`src/icf_defs.vh`:
```
// Constants for the image chunk trailer framer
`ifndef ICF_DEFS_VH
`define ICF_DEFS_VH
// Register byte offsets
`define ICF_OFF_CTRL 8'h00
`define ICF_OFF_PICK 8'h04
`define ICF_OFF_ITEM_ON 8'h08
`define ICF_OFF_ITEM_MASK 8'h0C
`define ICF_OFF_FC_RESET 8'h10
`define ICF_OFF_FRAME_COUNT 8'h14
`define ICF_OFF_STAMP_LO 8'h18
`define ICF_OFF_STAMP_HI 8'h1C
`define ICF_OFF_STATUS 8'h20
// Field positions
`define ICF_BIT_MASTER 0
`define ICF_BIT_ITEM_ON 0
`define ICF_BIT_SW_RESET 8
// Counter reset sources
`define ICF_FCSRC_OFF 2'h0
`define ICF_FCSRC_LINE1 2'h1
`define ICF_FCSRC_SW 2'h2
// Item indices, in trailer order
`define ICF_ITEM_EXT 3'h0
`define ICF_ITEM_GAIN 3'h1
`define ICF_ITEM_LINES 3'h2
`define ICF_ITEM_EXPO 3'h3
`define ICF_ITEM_STAMP 3'h4
`define ICF_ITEM_FCNT 3'h5
`define ICF_ITEM_NONE 3'h7
`define ICF_NUM_ITEMS 6
// Chunk identifiers, upper half of header word
`define ICF_ID_BASE 16'hC000
// Payload lengths in words
`define ICF_LEN_EXT 4'h4
`define ICF_LEN_STAMP 4'h2
`define ICF_LEN_ONE 4'h1
// Reset values, and the item enables loaded when the switch turns on
`define ICF_RST_ITEMS 6'h00
`define ICF_ON_ITEMS 6'h01
`define ICF_RST_FCSRC 2'h0
`define ICF_RST_WORD 32'h0000_0000
// Timing
`define ICF_CLK_PERIOD_NS 6'h19
`define ICF_TICK_NS 6'h08
`endif

```
`src/icf_stamp_clock.v`:
```
// Free-running 64-bit timestamp counter in 8 ns ticks
`timescale 1ns/10ps
`include "icf_defs.vh"
module icf_stamp_clock (
  // Clock and reset
  input wire clk,
  input wire rst,
  // Current tick count
  output reg [63:0] stamp_ticks
);
  // Nanoseconds per clock and per tick
  localparam [5:0] STEP_NS = `ICF_CLK_PERIOD_NS;
  localparam [5:0] TICK_NS = `ICF_TICK_NS;
  // Leftover nanoseconds not yet a whole tick
  reg [5:0] residue_ns;
  // Time elapsed including leftover
  wire [5:0] sum_ns;
  // Whole ticks covered this cycle
  wire [5:0] whole_ticks;
  // Next leftover
  wire [5:0] next_residue;
  assign sum_ns = residue_ns + STEP_NS;
  assign whole_ticks = sum_ns / TICK_NS;
  assign next_residue = sum_ns % TICK_NS;
  // The clock is slower than the tick, so several ticks are added per
  // cycle; the residue keeps the long-run rate exact with no drift.
  always @(posedge clk)
  begin
    if (rst)
    begin
      stamp_ticks <= 64'h0000_0000_0000_0000;
      residue_ns <= 6'h00;
    end
    else
    begin
      stamp_ticks <= stamp_ticks + {58'h0, whole_ticks};
      residue_ns <= next_residue;
    end
  end
endmodule // icf_stamp_clock

```
`src/icf_framer.v`:
```
// Image chunk trailer framer: appends metadata chunks after image data
//
// Decided for this implementation: the register offsets and the strobed register port.
`timescale 1ns/10ps
`include "icf_defs.vh"
module icf_framer (
  // Clock and reset
  input wire clk,
  input wire rst,
  // Register port
  input wire [7:0] reg_addr,
  input wire [31:0] reg_wdata,
  input wire reg_wr,
  input wire reg_rd,
  output reg [31:0] reg_rdata,
  // Acquisition trigger, one cycle
  input wire frame_start,
  // Acquisition settings in effect
  input wire [15:0] roi_x_off,
  input wire [15:0] roi_y_off,
  input wire [15:0] roi_width,
  input wire [15:0] roi_height,
  input wire [31:0] pixel_format,
  input wire [15:0] dyn_min,
  input wire [15:0] dyn_max,
  input wire [31:0] overall_gain_value,
  input wire [31:0] shutter_duration,
  input wire [7:0] io_line_levels,
  // Image stream from pipeline
  input wire img_valid,
  input wire [31:0] img_data,
  input wire img_last,
  output reg img_ready,
  // Stream toward host
  output reg tx_valid,
  output reg [31:0] tx_data,
  output reg tx_last,
  output reg tx_trailer,
  output reg transfer_content_kind
);
  // Framer states
  localparam [1:0] ST_IDLE = 2'h0;
  localparam [1:0] ST_PIX = 2'h1;
  localparam [1:0] ST_TRL = 2'h2;

  // Payload words of one item
  function [3:0] item_len;
    input [2:0] item;
    begin
      case (item)
        `ICF_ITEM_EXT: item_len = `ICF_LEN_EXT;
        `ICF_ITEM_STAMP: item_len = `ICF_LEN_STAMP;
        default: item_len = `ICF_LEN_ONE;
      endcase
    end
  endfunction

  // First enabled item at or after a start index
  function [2:0] next_item;
    input [5:0] mask;
    input [2:0] from;
    integer i;
    reg found;
    begin
      found = 1'b0;
      next_item = `ICF_ITEM_NONE;
      for (i = 0; i < `ICF_NUM_ITEMS; i = i + 1)
      begin
        if (!found && i >= from && mask[i])
        begin
          next_item = i[2:0];
          found = 1'b1;
        end
      end
    end
  endfunction

  // Software settings
  reg trailer_master_on;
  reg [2:0] trailer_item_pick;
  reg [5:0] trailer_item_on;
  reg [1:0] fc_reset_src;
  // Live counters
  reg [31:0] image_count;
  wire [63:0] stamp_now;
  // Previous line 1 level, for edge detection
  reg line1_prev;
  // Per-acquisition snapshot, taken at the trigger
  reg [63:0] acq_stamp;
  reg [31:0] acq_count;
  reg [31:0] acq_gain;
  reg [31:0] acq_shutter;
  reg [7:0] acq_lines;
  reg [63:0] acq_roi;
  reg [31:0] acq_fmt;
  reg [31:0] acq_dyn;
  reg [5:0] acq_mask;
  reg acq_master;
  // Snapshot of the frame being sent
  reg [63:0] tx_stamp;
  reg [31:0] tx_count;
  reg [31:0] tx_gain;
  reg [31:0] tx_shutter;
  reg [7:0] tx_lines;
  reg [63:0] tx_roi;
  reg [31:0] tx_fmt;
  reg [31:0] tx_dyn;
  reg [5:0] tx_mask;
  reg tx_master;
  // Framer sequencing
  reg [1:0] state;
  reg [2:0] cur_item;
  reg [3:0] word_idx;
  // Trailer word for current position
  reg [31:0] trl_word;
  // Decoded events
  wire pix_take;
  wire line1_rise;
  wire sw_reset;
  wire fc_clear;
  wire [2:0] first_item;
  wire [2:0] after_item;
  wire chunk_done;

  // Timestamp source
  icf_stamp_clock u_stamp (
    .clk(clk),
    .rst(rst),
    .stamp_ticks(stamp_now)
  );

  assign pix_take = img_valid && img_ready;
  assign line1_rise = io_line_levels[0] && !line1_prev;
  assign sw_reset = reg_wr && (reg_addr == `ICF_OFF_FC_RESET) &&
                    reg_wdata[`ICF_BIT_SW_RESET];
  assign fc_clear = ((fc_reset_src == `ICF_FCSRC_LINE1) && line1_rise) ||
                    ((fc_reset_src == `ICF_FCSRC_SW) && sw_reset);
  assign first_item = next_item(tx_mask, 3'h0);
  assign after_item = next_item(tx_mask, cur_item + 3'h1);
  assign chunk_done = (word_idx == item_len(cur_item));

  // Software settings and item enables
  always @(posedge clk)
  begin
    if (rst)
    begin
      trailer_master_on <= 1'b0;
      trailer_item_pick <= 3'h0;
      trailer_item_on <= `ICF_RST_ITEMS;
      fc_reset_src <= `ICF_RST_FCSRC;
    end
    else if (reg_wr)
    begin
      case (reg_addr)
        `ICF_OFF_CTRL:
        begin
          trailer_master_on <= reg_wdata[`ICF_BIT_MASTER];
          if (!reg_wdata[`ICF_BIT_MASTER])
            trailer_item_on <= `ICF_RST_ITEMS;
          else if (!trailer_master_on)
            trailer_item_on <= `ICF_ON_ITEMS;
        end
        `ICF_OFF_PICK: trailer_item_pick <= reg_wdata[2:0];
        `ICF_OFF_ITEM_ON:
        begin
          if (trailer_master_on && trailer_item_pick < `ICF_NUM_ITEMS)
            trailer_item_on[trailer_item_pick] <= reg_wdata[`ICF_BIT_ITEM_ON];
        end
        `ICF_OFF_FC_RESET: fc_reset_src <= reg_wdata[1:0];
        default: trailer_master_on <= trailer_master_on;
      endcase
    end
  end

  // Acquired-image counter and trigger snapshot
  always @(posedge clk)
  begin
    if (rst)
    begin
      image_count <= `ICF_RST_WORD;
      line1_prev <= 1'b0;
      acq_stamp <= 64'h0000_0000_0000_0000;
      acq_count <= `ICF_RST_WORD;
      acq_gain <= `ICF_RST_WORD;
      acq_shutter <= `ICF_RST_WORD;
      acq_lines <= 8'h00;
      acq_roi <= 64'h0000_0000_0000_0000;
      acq_fmt <= `ICF_RST_WORD;
      acq_dyn <= `ICF_RST_WORD;
      acq_mask <= `ICF_RST_ITEMS;
      acq_master <= 1'b0;
    end
    else
    begin
      line1_prev <= io_line_levels[0];
      // Reset beats a trigger in the same cycle
      if (fc_clear)
        image_count <= `ICF_RST_WORD;
      else if (frame_start)
        image_count <= image_count + 32'h0000_0001;
      if (frame_start)
      begin
        acq_stamp <= stamp_now;
        acq_count <= image_count;
        acq_gain <= overall_gain_value;
        acq_shutter <= shutter_duration;
        acq_lines <= io_line_levels;
        acq_roi <= {roi_x_off, roi_y_off, roi_width, roi_height};
        acq_fmt <= pixel_format;
        acq_dyn <= {dyn_min, dyn_max};
        acq_mask <= trailer_master_on ? trailer_item_on : `ICF_RST_ITEMS;
        acq_master <= trailer_master_on;
      end
    end
  end

  // Trailer word mux; header is identifier and payload length
  always @*
  begin
    trl_word = `ICF_RST_WORD;
    if (word_idx == 4'h0)
      trl_word = {`ICF_ID_BASE | {13'h0, cur_item}, 12'h000, item_len(cur_item)};
    else
    begin
      case (cur_item)
        `ICF_ITEM_EXT:
        begin
          case (word_idx)
            4'h1: trl_word = tx_roi[63:32];
            4'h2: trl_word = tx_roi[31:0];
            4'h3: trl_word = tx_fmt;
            default: trl_word = tx_dyn;
          endcase
        end
        `ICF_ITEM_GAIN: trl_word = tx_gain;
        `ICF_ITEM_LINES: trl_word = {24'h00_0000, tx_lines};
        `ICF_ITEM_EXPO: trl_word = tx_shutter;
        // Low word first
        `ICF_ITEM_STAMP: trl_word = (word_idx == 4'h1) ? tx_stamp[31:0] : tx_stamp[63:32];
        `ICF_ITEM_FCNT: trl_word = tx_count;
        default: trl_word = `ICF_RST_WORD;
      endcase
    end
  end

  // Frame sequencing: pixels pass through, then the trailer follows.
  // No buffering: the pipeline is held off while the trailer goes out.
  always @(posedge clk)
  begin
    if (rst)
    begin
      state <= ST_IDLE;
      cur_item <= 3'h0;
      word_idx <= 4'h0;
      img_ready <= 1'b1;
      tx_valid <= 1'b0;
      tx_data <= `ICF_RST_WORD;
      tx_last <= 1'b0;
      tx_trailer <= 1'b0;
      transfer_content_kind <= 1'b0;
      tx_stamp <= 64'h0000_0000_0000_0000;
      tx_count <= `ICF_RST_WORD;
      tx_gain <= `ICF_RST_WORD;
      tx_shutter <= `ICF_RST_WORD;
      tx_lines <= 8'h00;
      tx_roi <= 64'h0000_0000_0000_0000;
      tx_fmt <= `ICF_RST_WORD;
      tx_dyn <= `ICF_RST_WORD;
      tx_mask <= `ICF_RST_ITEMS;
      tx_master <= 1'b0;
    end
    else
    begin
      // Default: nothing sent this cycle
      tx_valid <= 1'b0;
      tx_last <= 1'b0;
      tx_trailer <= 1'b0;
      case (state)
        ST_IDLE, ST_PIX:
        begin
          // Track the newest trigger until the frame begins
          if (state == ST_IDLE)
          begin
            tx_stamp <= acq_stamp;
            tx_count <= acq_count;
            tx_gain <= acq_gain;
            tx_shutter <= acq_shutter;
            tx_lines <= acq_lines;
            tx_roi <= acq_roi;
            tx_fmt <= acq_fmt;
            tx_dyn <= acq_dyn;
            tx_mask <= acq_mask;
            tx_master <= acq_master;
          end
          if (pix_take)
          begin
            tx_valid <= 1'b1;
            tx_data <= img_data;
            transfer_content_kind <= (state == ST_IDLE) ? acq_master : tx_master;
            state <= ST_PIX;
            if (img_last)
            begin
              if (first_item != `ICF_ITEM_NONE && state == ST_PIX)
              begin
                img_ready <= 1'b0;
                cur_item <= first_item;
                word_idx <= 4'h0;
                state <= ST_TRL;
              end
              else
              begin
                // Plain image or one-word frame ends here
                tx_last <= 1'b1;
                state <= ST_IDLE;
              end
            end
          end
        end
        ST_TRL:
        begin
          tx_valid <= 1'b1;
          tx_trailer <= 1'b1;
          tx_data <= trl_word;
          transfer_content_kind <= tx_master;
          if (!chunk_done)
            word_idx <= word_idx + 4'h1;
          else if (after_item == `ICF_ITEM_NONE)
          begin
            tx_last <= 1'b1;
            img_ready <= 1'b1;
            state <= ST_IDLE;
          end
          else
          begin
            cur_item <= after_item;
            word_idx <= 4'h0;
          end
        end
        default:
        begin
          state <= ST_IDLE;
          img_ready <= 1'b1;
        end
      endcase
    end
  end

  // Register read, data one cycle after the strobe
  always @(posedge clk)
  begin
    if (rst)
      reg_rdata <= `ICF_RST_WORD;
    else if (reg_rd)
    begin
      case (reg_addr)
        `ICF_OFF_CTRL: reg_rdata <= {31'h0, trailer_master_on};
        `ICF_OFF_PICK: reg_rdata <= {29'h0, trailer_item_pick};
        `ICF_OFF_ITEM_ON:
          reg_rdata <= (trailer_item_pick < `ICF_NUM_ITEMS) ?
                       {31'h0, trailer_item_on[trailer_item_pick]} : `ICF_RST_WORD;
        `ICF_OFF_ITEM_MASK: reg_rdata <= {26'h0, trailer_item_on};
        `ICF_OFF_FC_RESET: reg_rdata <= {30'h0, fc_reset_src};
        `ICF_OFF_FRAME_COUNT: reg_rdata <= image_count;
        `ICF_OFF_STAMP_LO: reg_rdata <= stamp_now[31:0];
        `ICF_OFF_STAMP_HI: reg_rdata <= stamp_now[63:32];
        `ICF_OFF_STATUS: reg_rdata <= {29'h0, transfer_content_kind, state};
        // Unmapped reads return zero
        default: reg_rdata <= `ICF_RST_WORD;
      endcase
    end
    else
      reg_rdata <= `ICF_RST_WORD;
  end
endmodule // icf_framer

```
`config.mk`:
```
export PLATFORM = sky130hd
export DESIGN_NAME = icf_framer
export DESIGN_NICKNAME = d
export VERILOG_FILES = /design/src/icf_stamp_clock.v /design/src/icf_framer.v
export VERILOG_INCLUDE_DIRS = /design/src
export SDC_FILE = /design/constraint.sdc
export NUM_CORES = 2
export LEC_CHECK = 0
export BUFFER_PORTS_ARGS = -buffer_cell sky130_fd_sc_hd__buf_2
export CAP_MARGIN = 40
export CORE_UTILIZATION = 35
export CTS_BUF_LIST = sky130_fd_sc_hd__clkbuf_16
export CTS_CLUSTER_SIZE = 16
export DETAILED_ROUTE_END_ITERATION = 10
export GPL_TIMING_DRIVEN = 0
export SYNTH_ARGS = -nofsm -noshare
export SYNTH_HDL_FRONTEND = slang
export SYNTH_HIERARCHICAL = 1
export SYNTH_SLANG_ARGS = --single-unit
```
`constraint.sdc`:
```
create_clock -name clk -period 5.77 [get_ports clk]
set_input_delay 0.577 -clock clk [delete_from_list [all_inputs] [get_ports clk]]
set_output_delay 0.577 -clock clk [all_outputs]
set_load 0.05 [all_outputs]
```
==> flow_summary.ini <==
[setup_path]
start_kind = register
slowest_delay_ps = 700
crit_family = compound AO/OA/AOI/OAI gates
crit_type = register to register
endpoint_kind = register
timing.rr.end = tx_data[4]
reg2reg_from = cur_item[2]
cp_data_arrival_time_ps = 4120
crit_top_cell = buf_2
required_ps = 6290
worst-path-max-fanout = 10
crit_chain = buf_2 -> buf_2 -> clkinv_1 -> ha_1 -> clkbuf_1 -> a222oi_1 -> o21ai_0 -> a21oi_1 -> o22ai_1
cp_slowest_cell = a222oi_1
reg2regPathDepth = 9
crit_buf_inv = 4
ff2ff_setup_slack_ps = 2170

[layout]
area_growth_pct = 18.39
final_cell_count_no_fill = 5337
fin_util_pct = 41.96
nNetsFinal = 4392
antennaDiodeCount = 0
final_design_area_no_fill_mm2 = 0.03789
layout-drive-gt1-share_pct = 12.83

[drt]
viasPerCell = 5.307
dr.pass1.iters = 9
initialDrtViolationCount = 3342
ant_nets = 0
routed_wirelength_mm = 117.0
wl_per_cell_um = 21.92
drc = 0
dr_total_vias = 28320

[synth]
ys.flop_type = dfxtp_1
synth_edf_count = 0
synth_cell_types = 80
avgSynthCellArea_um2 = 8.687
synthArstFlopShare_pct = 0
synth_nets = 3980
syn_inst = 3684
yosys_warnings = 6
ys_ff_latch = 796
syn_area_mm2 = 0.03200
ys_seq_area_share_pct = 49.79

[sta]
hold_viol = 0
setup_violations = 0
skew_ps = 30.46
tns_ps = 0
holdWs_ps = 156.1
slew_viol_final = 0
slew_headroom_pct = 37.21
max_freq_mhz = 277.5
worst_slew_pin_slew_ps = 934.6
min_period_ps = 3604
rsz0062_at_grt = false
post-route-period-util_pct = 62.46

[cts]
cts-root-buf = clkbuf_16
cts_setup_buffers = 0
clkTransAtPathRegs_ps = 60
ctsHoldBuffers = 0
clock_latency_ps = 660
numCtsBuffers = 81
cts.path.max_buffers = 3
ctsResizeCount = 0
numClockSinks = 796
cts_tree = built
ctsHtreeMaxLevel = 3

[hold_path]
hp-class = input port to register
hold_depth = 3
hold_path_end = acq_shutter[23]
min_from = shutter_duration[23]

[die]
core-area_mm2 = 0.09029
die_x_um = 304.4
fp-row-count = 110
ioPinCount = 348
fp.dieH_um = 304.4
dieArea_mm2 = 0.09265
start_util_pct = 35.44

[placement]
gp_congestion = 0.9693
placed_area_mm2 = 0.03521
dp_hpwl_mm = 92.04
place_inst = 5189
port_buffers = 317

[global_routing]
grt_first_pass_wirelength_mm = 170.1
overflow = 0
grtUsageTotal_pct = 24.42
grt_max_degree = 15
grt_pass1_vias = 26500
antenna_found_initial = 8

[pwr]
pwr_density_cell_mw_per_mm2 = 325.5
irDropWorstVdd_uv = 228.3
power_leakage_nw = 14.58

[job]
drv_cap = 0

[outcome]
status = finished, final reports clean
## cell type report
class / instances / area [um2]
fillers: 9185 / 52400
flip-flops and latches: 796 / 15940
multi-input cells: 2581 / 14880
clock buffers: 82 / 2052
repair buffers: 329 / 1733
well taps: 1176 / 1471
plain buffers: 275 / 1064
clock inverters: 66 / 629.4
inverters: 32 / 120.1
## worst min-delay path, stage by stage
cell and delay (ps):
buf_2 80, mux2i_1 60, nor2_1 70
## Yosys cell counts (6+ instances only)
library cell / instances / area share [%]
a31oi_1: 23 / 0.45
o21ai_0: 49 / 0.77
nor4_1: 14 / 0.27
nand2_1: 722 / 8.5
a21oi_1: 402 / 6.3
nand4b_1: 7 / 0.19
inv_1: 31 / 0.36
nand3_1: 48 / 0.75
o31ai_1: 6 / 0.14
or3_1: 23 / 0.45
o221ai_1: 9 / 0.25
a222oi_1: 82 / 2.6
o22ai_1: 21 / 0.41
xor2_1: 30 / 0.82
and2_1: 7 / 0.14
nor2b_1: 18 / 0.35
nor3_1: 25 / 0.39
xnor2_1: 31 / 0.85
mux2_2: 35 / 1.2
mux2i_1: 321 / 10
a22oi_1: 12 / 0.28
and3_1: 15 / 0.29
a211oi_1: 17 / 0.40
dfxtp_1: 796 / 50
nand4_1: 30 / 0.59
nor2_1: 485 / 5.7
buf_2: 22 / 0.34
buf_1: 38 / 0.45
and4_1: 10 / 0.27
ha_1: 16 / 0.63
a22o_1: 8 / 0.22
nor3b_1: 23 / 0.54
or4_1: 8 / 0.19
o211ai_1: 10 / 0.23
clkbuf_1: 214 / 2.5
## how the worst max path moves through the flow
stage	slack, ps	cells after the start	start	to
2_1_floorplan	3210	11	cur_item[2]	word_idx[1]
3_5_place_dp	2210	7	rst	acq_shutter[31]
5_1_grt	2030	9	cur_item[2]	tx_data[4]
3_3_place_gp	1630	5	rst	trailer_item_pick[2]
4_1_cts	2310	9	cur_item[2]	tx_data[4]
6_report	2170	9	cur_item[2]	tx_data[4]
## cell usage in the layout (no fill, tap or decap), types with 10 or more instances in the layout
master and instances:
mux2i_1 321, inv_1 40, nor3b_1 23, nor2_1 485, xor2_1 30, nor4_1 14
nor2b_1 18, a211oi_1 17, and4_1 10, clkinv_2 17, a22oi_1 12, clkbuf_1 214
bufinv_16 11, nand3_1 48, o21ai_0 49, buf_2 339, xnor2_1 31, ha_1 16
a222oi_1 82, dfxtp_1 796, a31oi_1 23, buf_1 39, o22ai_1 21, nand4_1 30
and3_1 15, o211ai_1 10, clkbuf_16 82, clkinv_1 19, a21oi_1 402, nand2_1 722
mux2_2 35, or3_1 23, nor3_1 25
## registers in the layout, summed over array words and instances, names as in the netlist, 8 cells and up
| signal | count |
|---|---|
| acq_shutter | 32 |
| acq_fmt | 32 |
| tx_gain | 32 |
| tx_count | 32 |
| reg_rdata | 32 |
| u_stamp/stamp_ticks | 64 |
| tx_roi | 64 |
| acq_roi | 64 |
| image_count | 32 |
| tx_shutter | 32 |
| acq_dyn | 32 |
| tx_stamp | 64 |
| acq_stamp | 64 |
| acq_count | 32 |
| tx_lines | 8 |
| acq_gain | 32 |
| tx_fmt | 32 |
| acq_lines | 8 |
| tx_data | 32 |
| tx_dyn | 32 |
## cells by family after synthesis
family | count (synthesis) | share of synthesized area (%)
buffers and inverters | 307 | 3.699
flip-flops | 796 | 49.79
AO/OA/AOI/OAI | 671 | 12.99
AND/OR/NAND/NOR | 1473 | 19.78
XOR/XNOR | 61 | 1.669
multiplexers | 359 | 11.38
adder cells (fa/ha/maj) | 17 | 0.6881
## per-layer routing
metal	vias up	global-route usage, %	share of wire (%)
met5	-	0	0.066
met4	12	8.915	3.3
met2	1116	38.21	44
met1	13430	33.52	45
li1	13560	-	-
met3	198	4.311	7.9
## where the power goes
| group | switching (W) | total [W] | leakage, nW | internal, W |
|---|---|---|---|---|
| clock | 0.00231 | 0.00541 | 1.36 | 0.00309 |
| sequential | 0.000150 | 0.00583 | 6.48 | 0.00568 |
| combinational | 0.000754 | 0.00110 | 6.75 | 0.000342 |
| total | 0.00322 | 0.0123 | 14.6 | 0.00912 |
## stage by stage
step | worst slack (ps) | total power (W)
6_report | 2166 | 0.01233
5_1_grt | 2032 | 0.01272
4_1_cts | 2314 | 0.01239
3_5_place_dp | 2213 | 0.007025
3_3_place_gp | 1626 | 0.007007
2_1_floorplan | 3208 | 0.006543
Power figures use the tool's default switching activity.
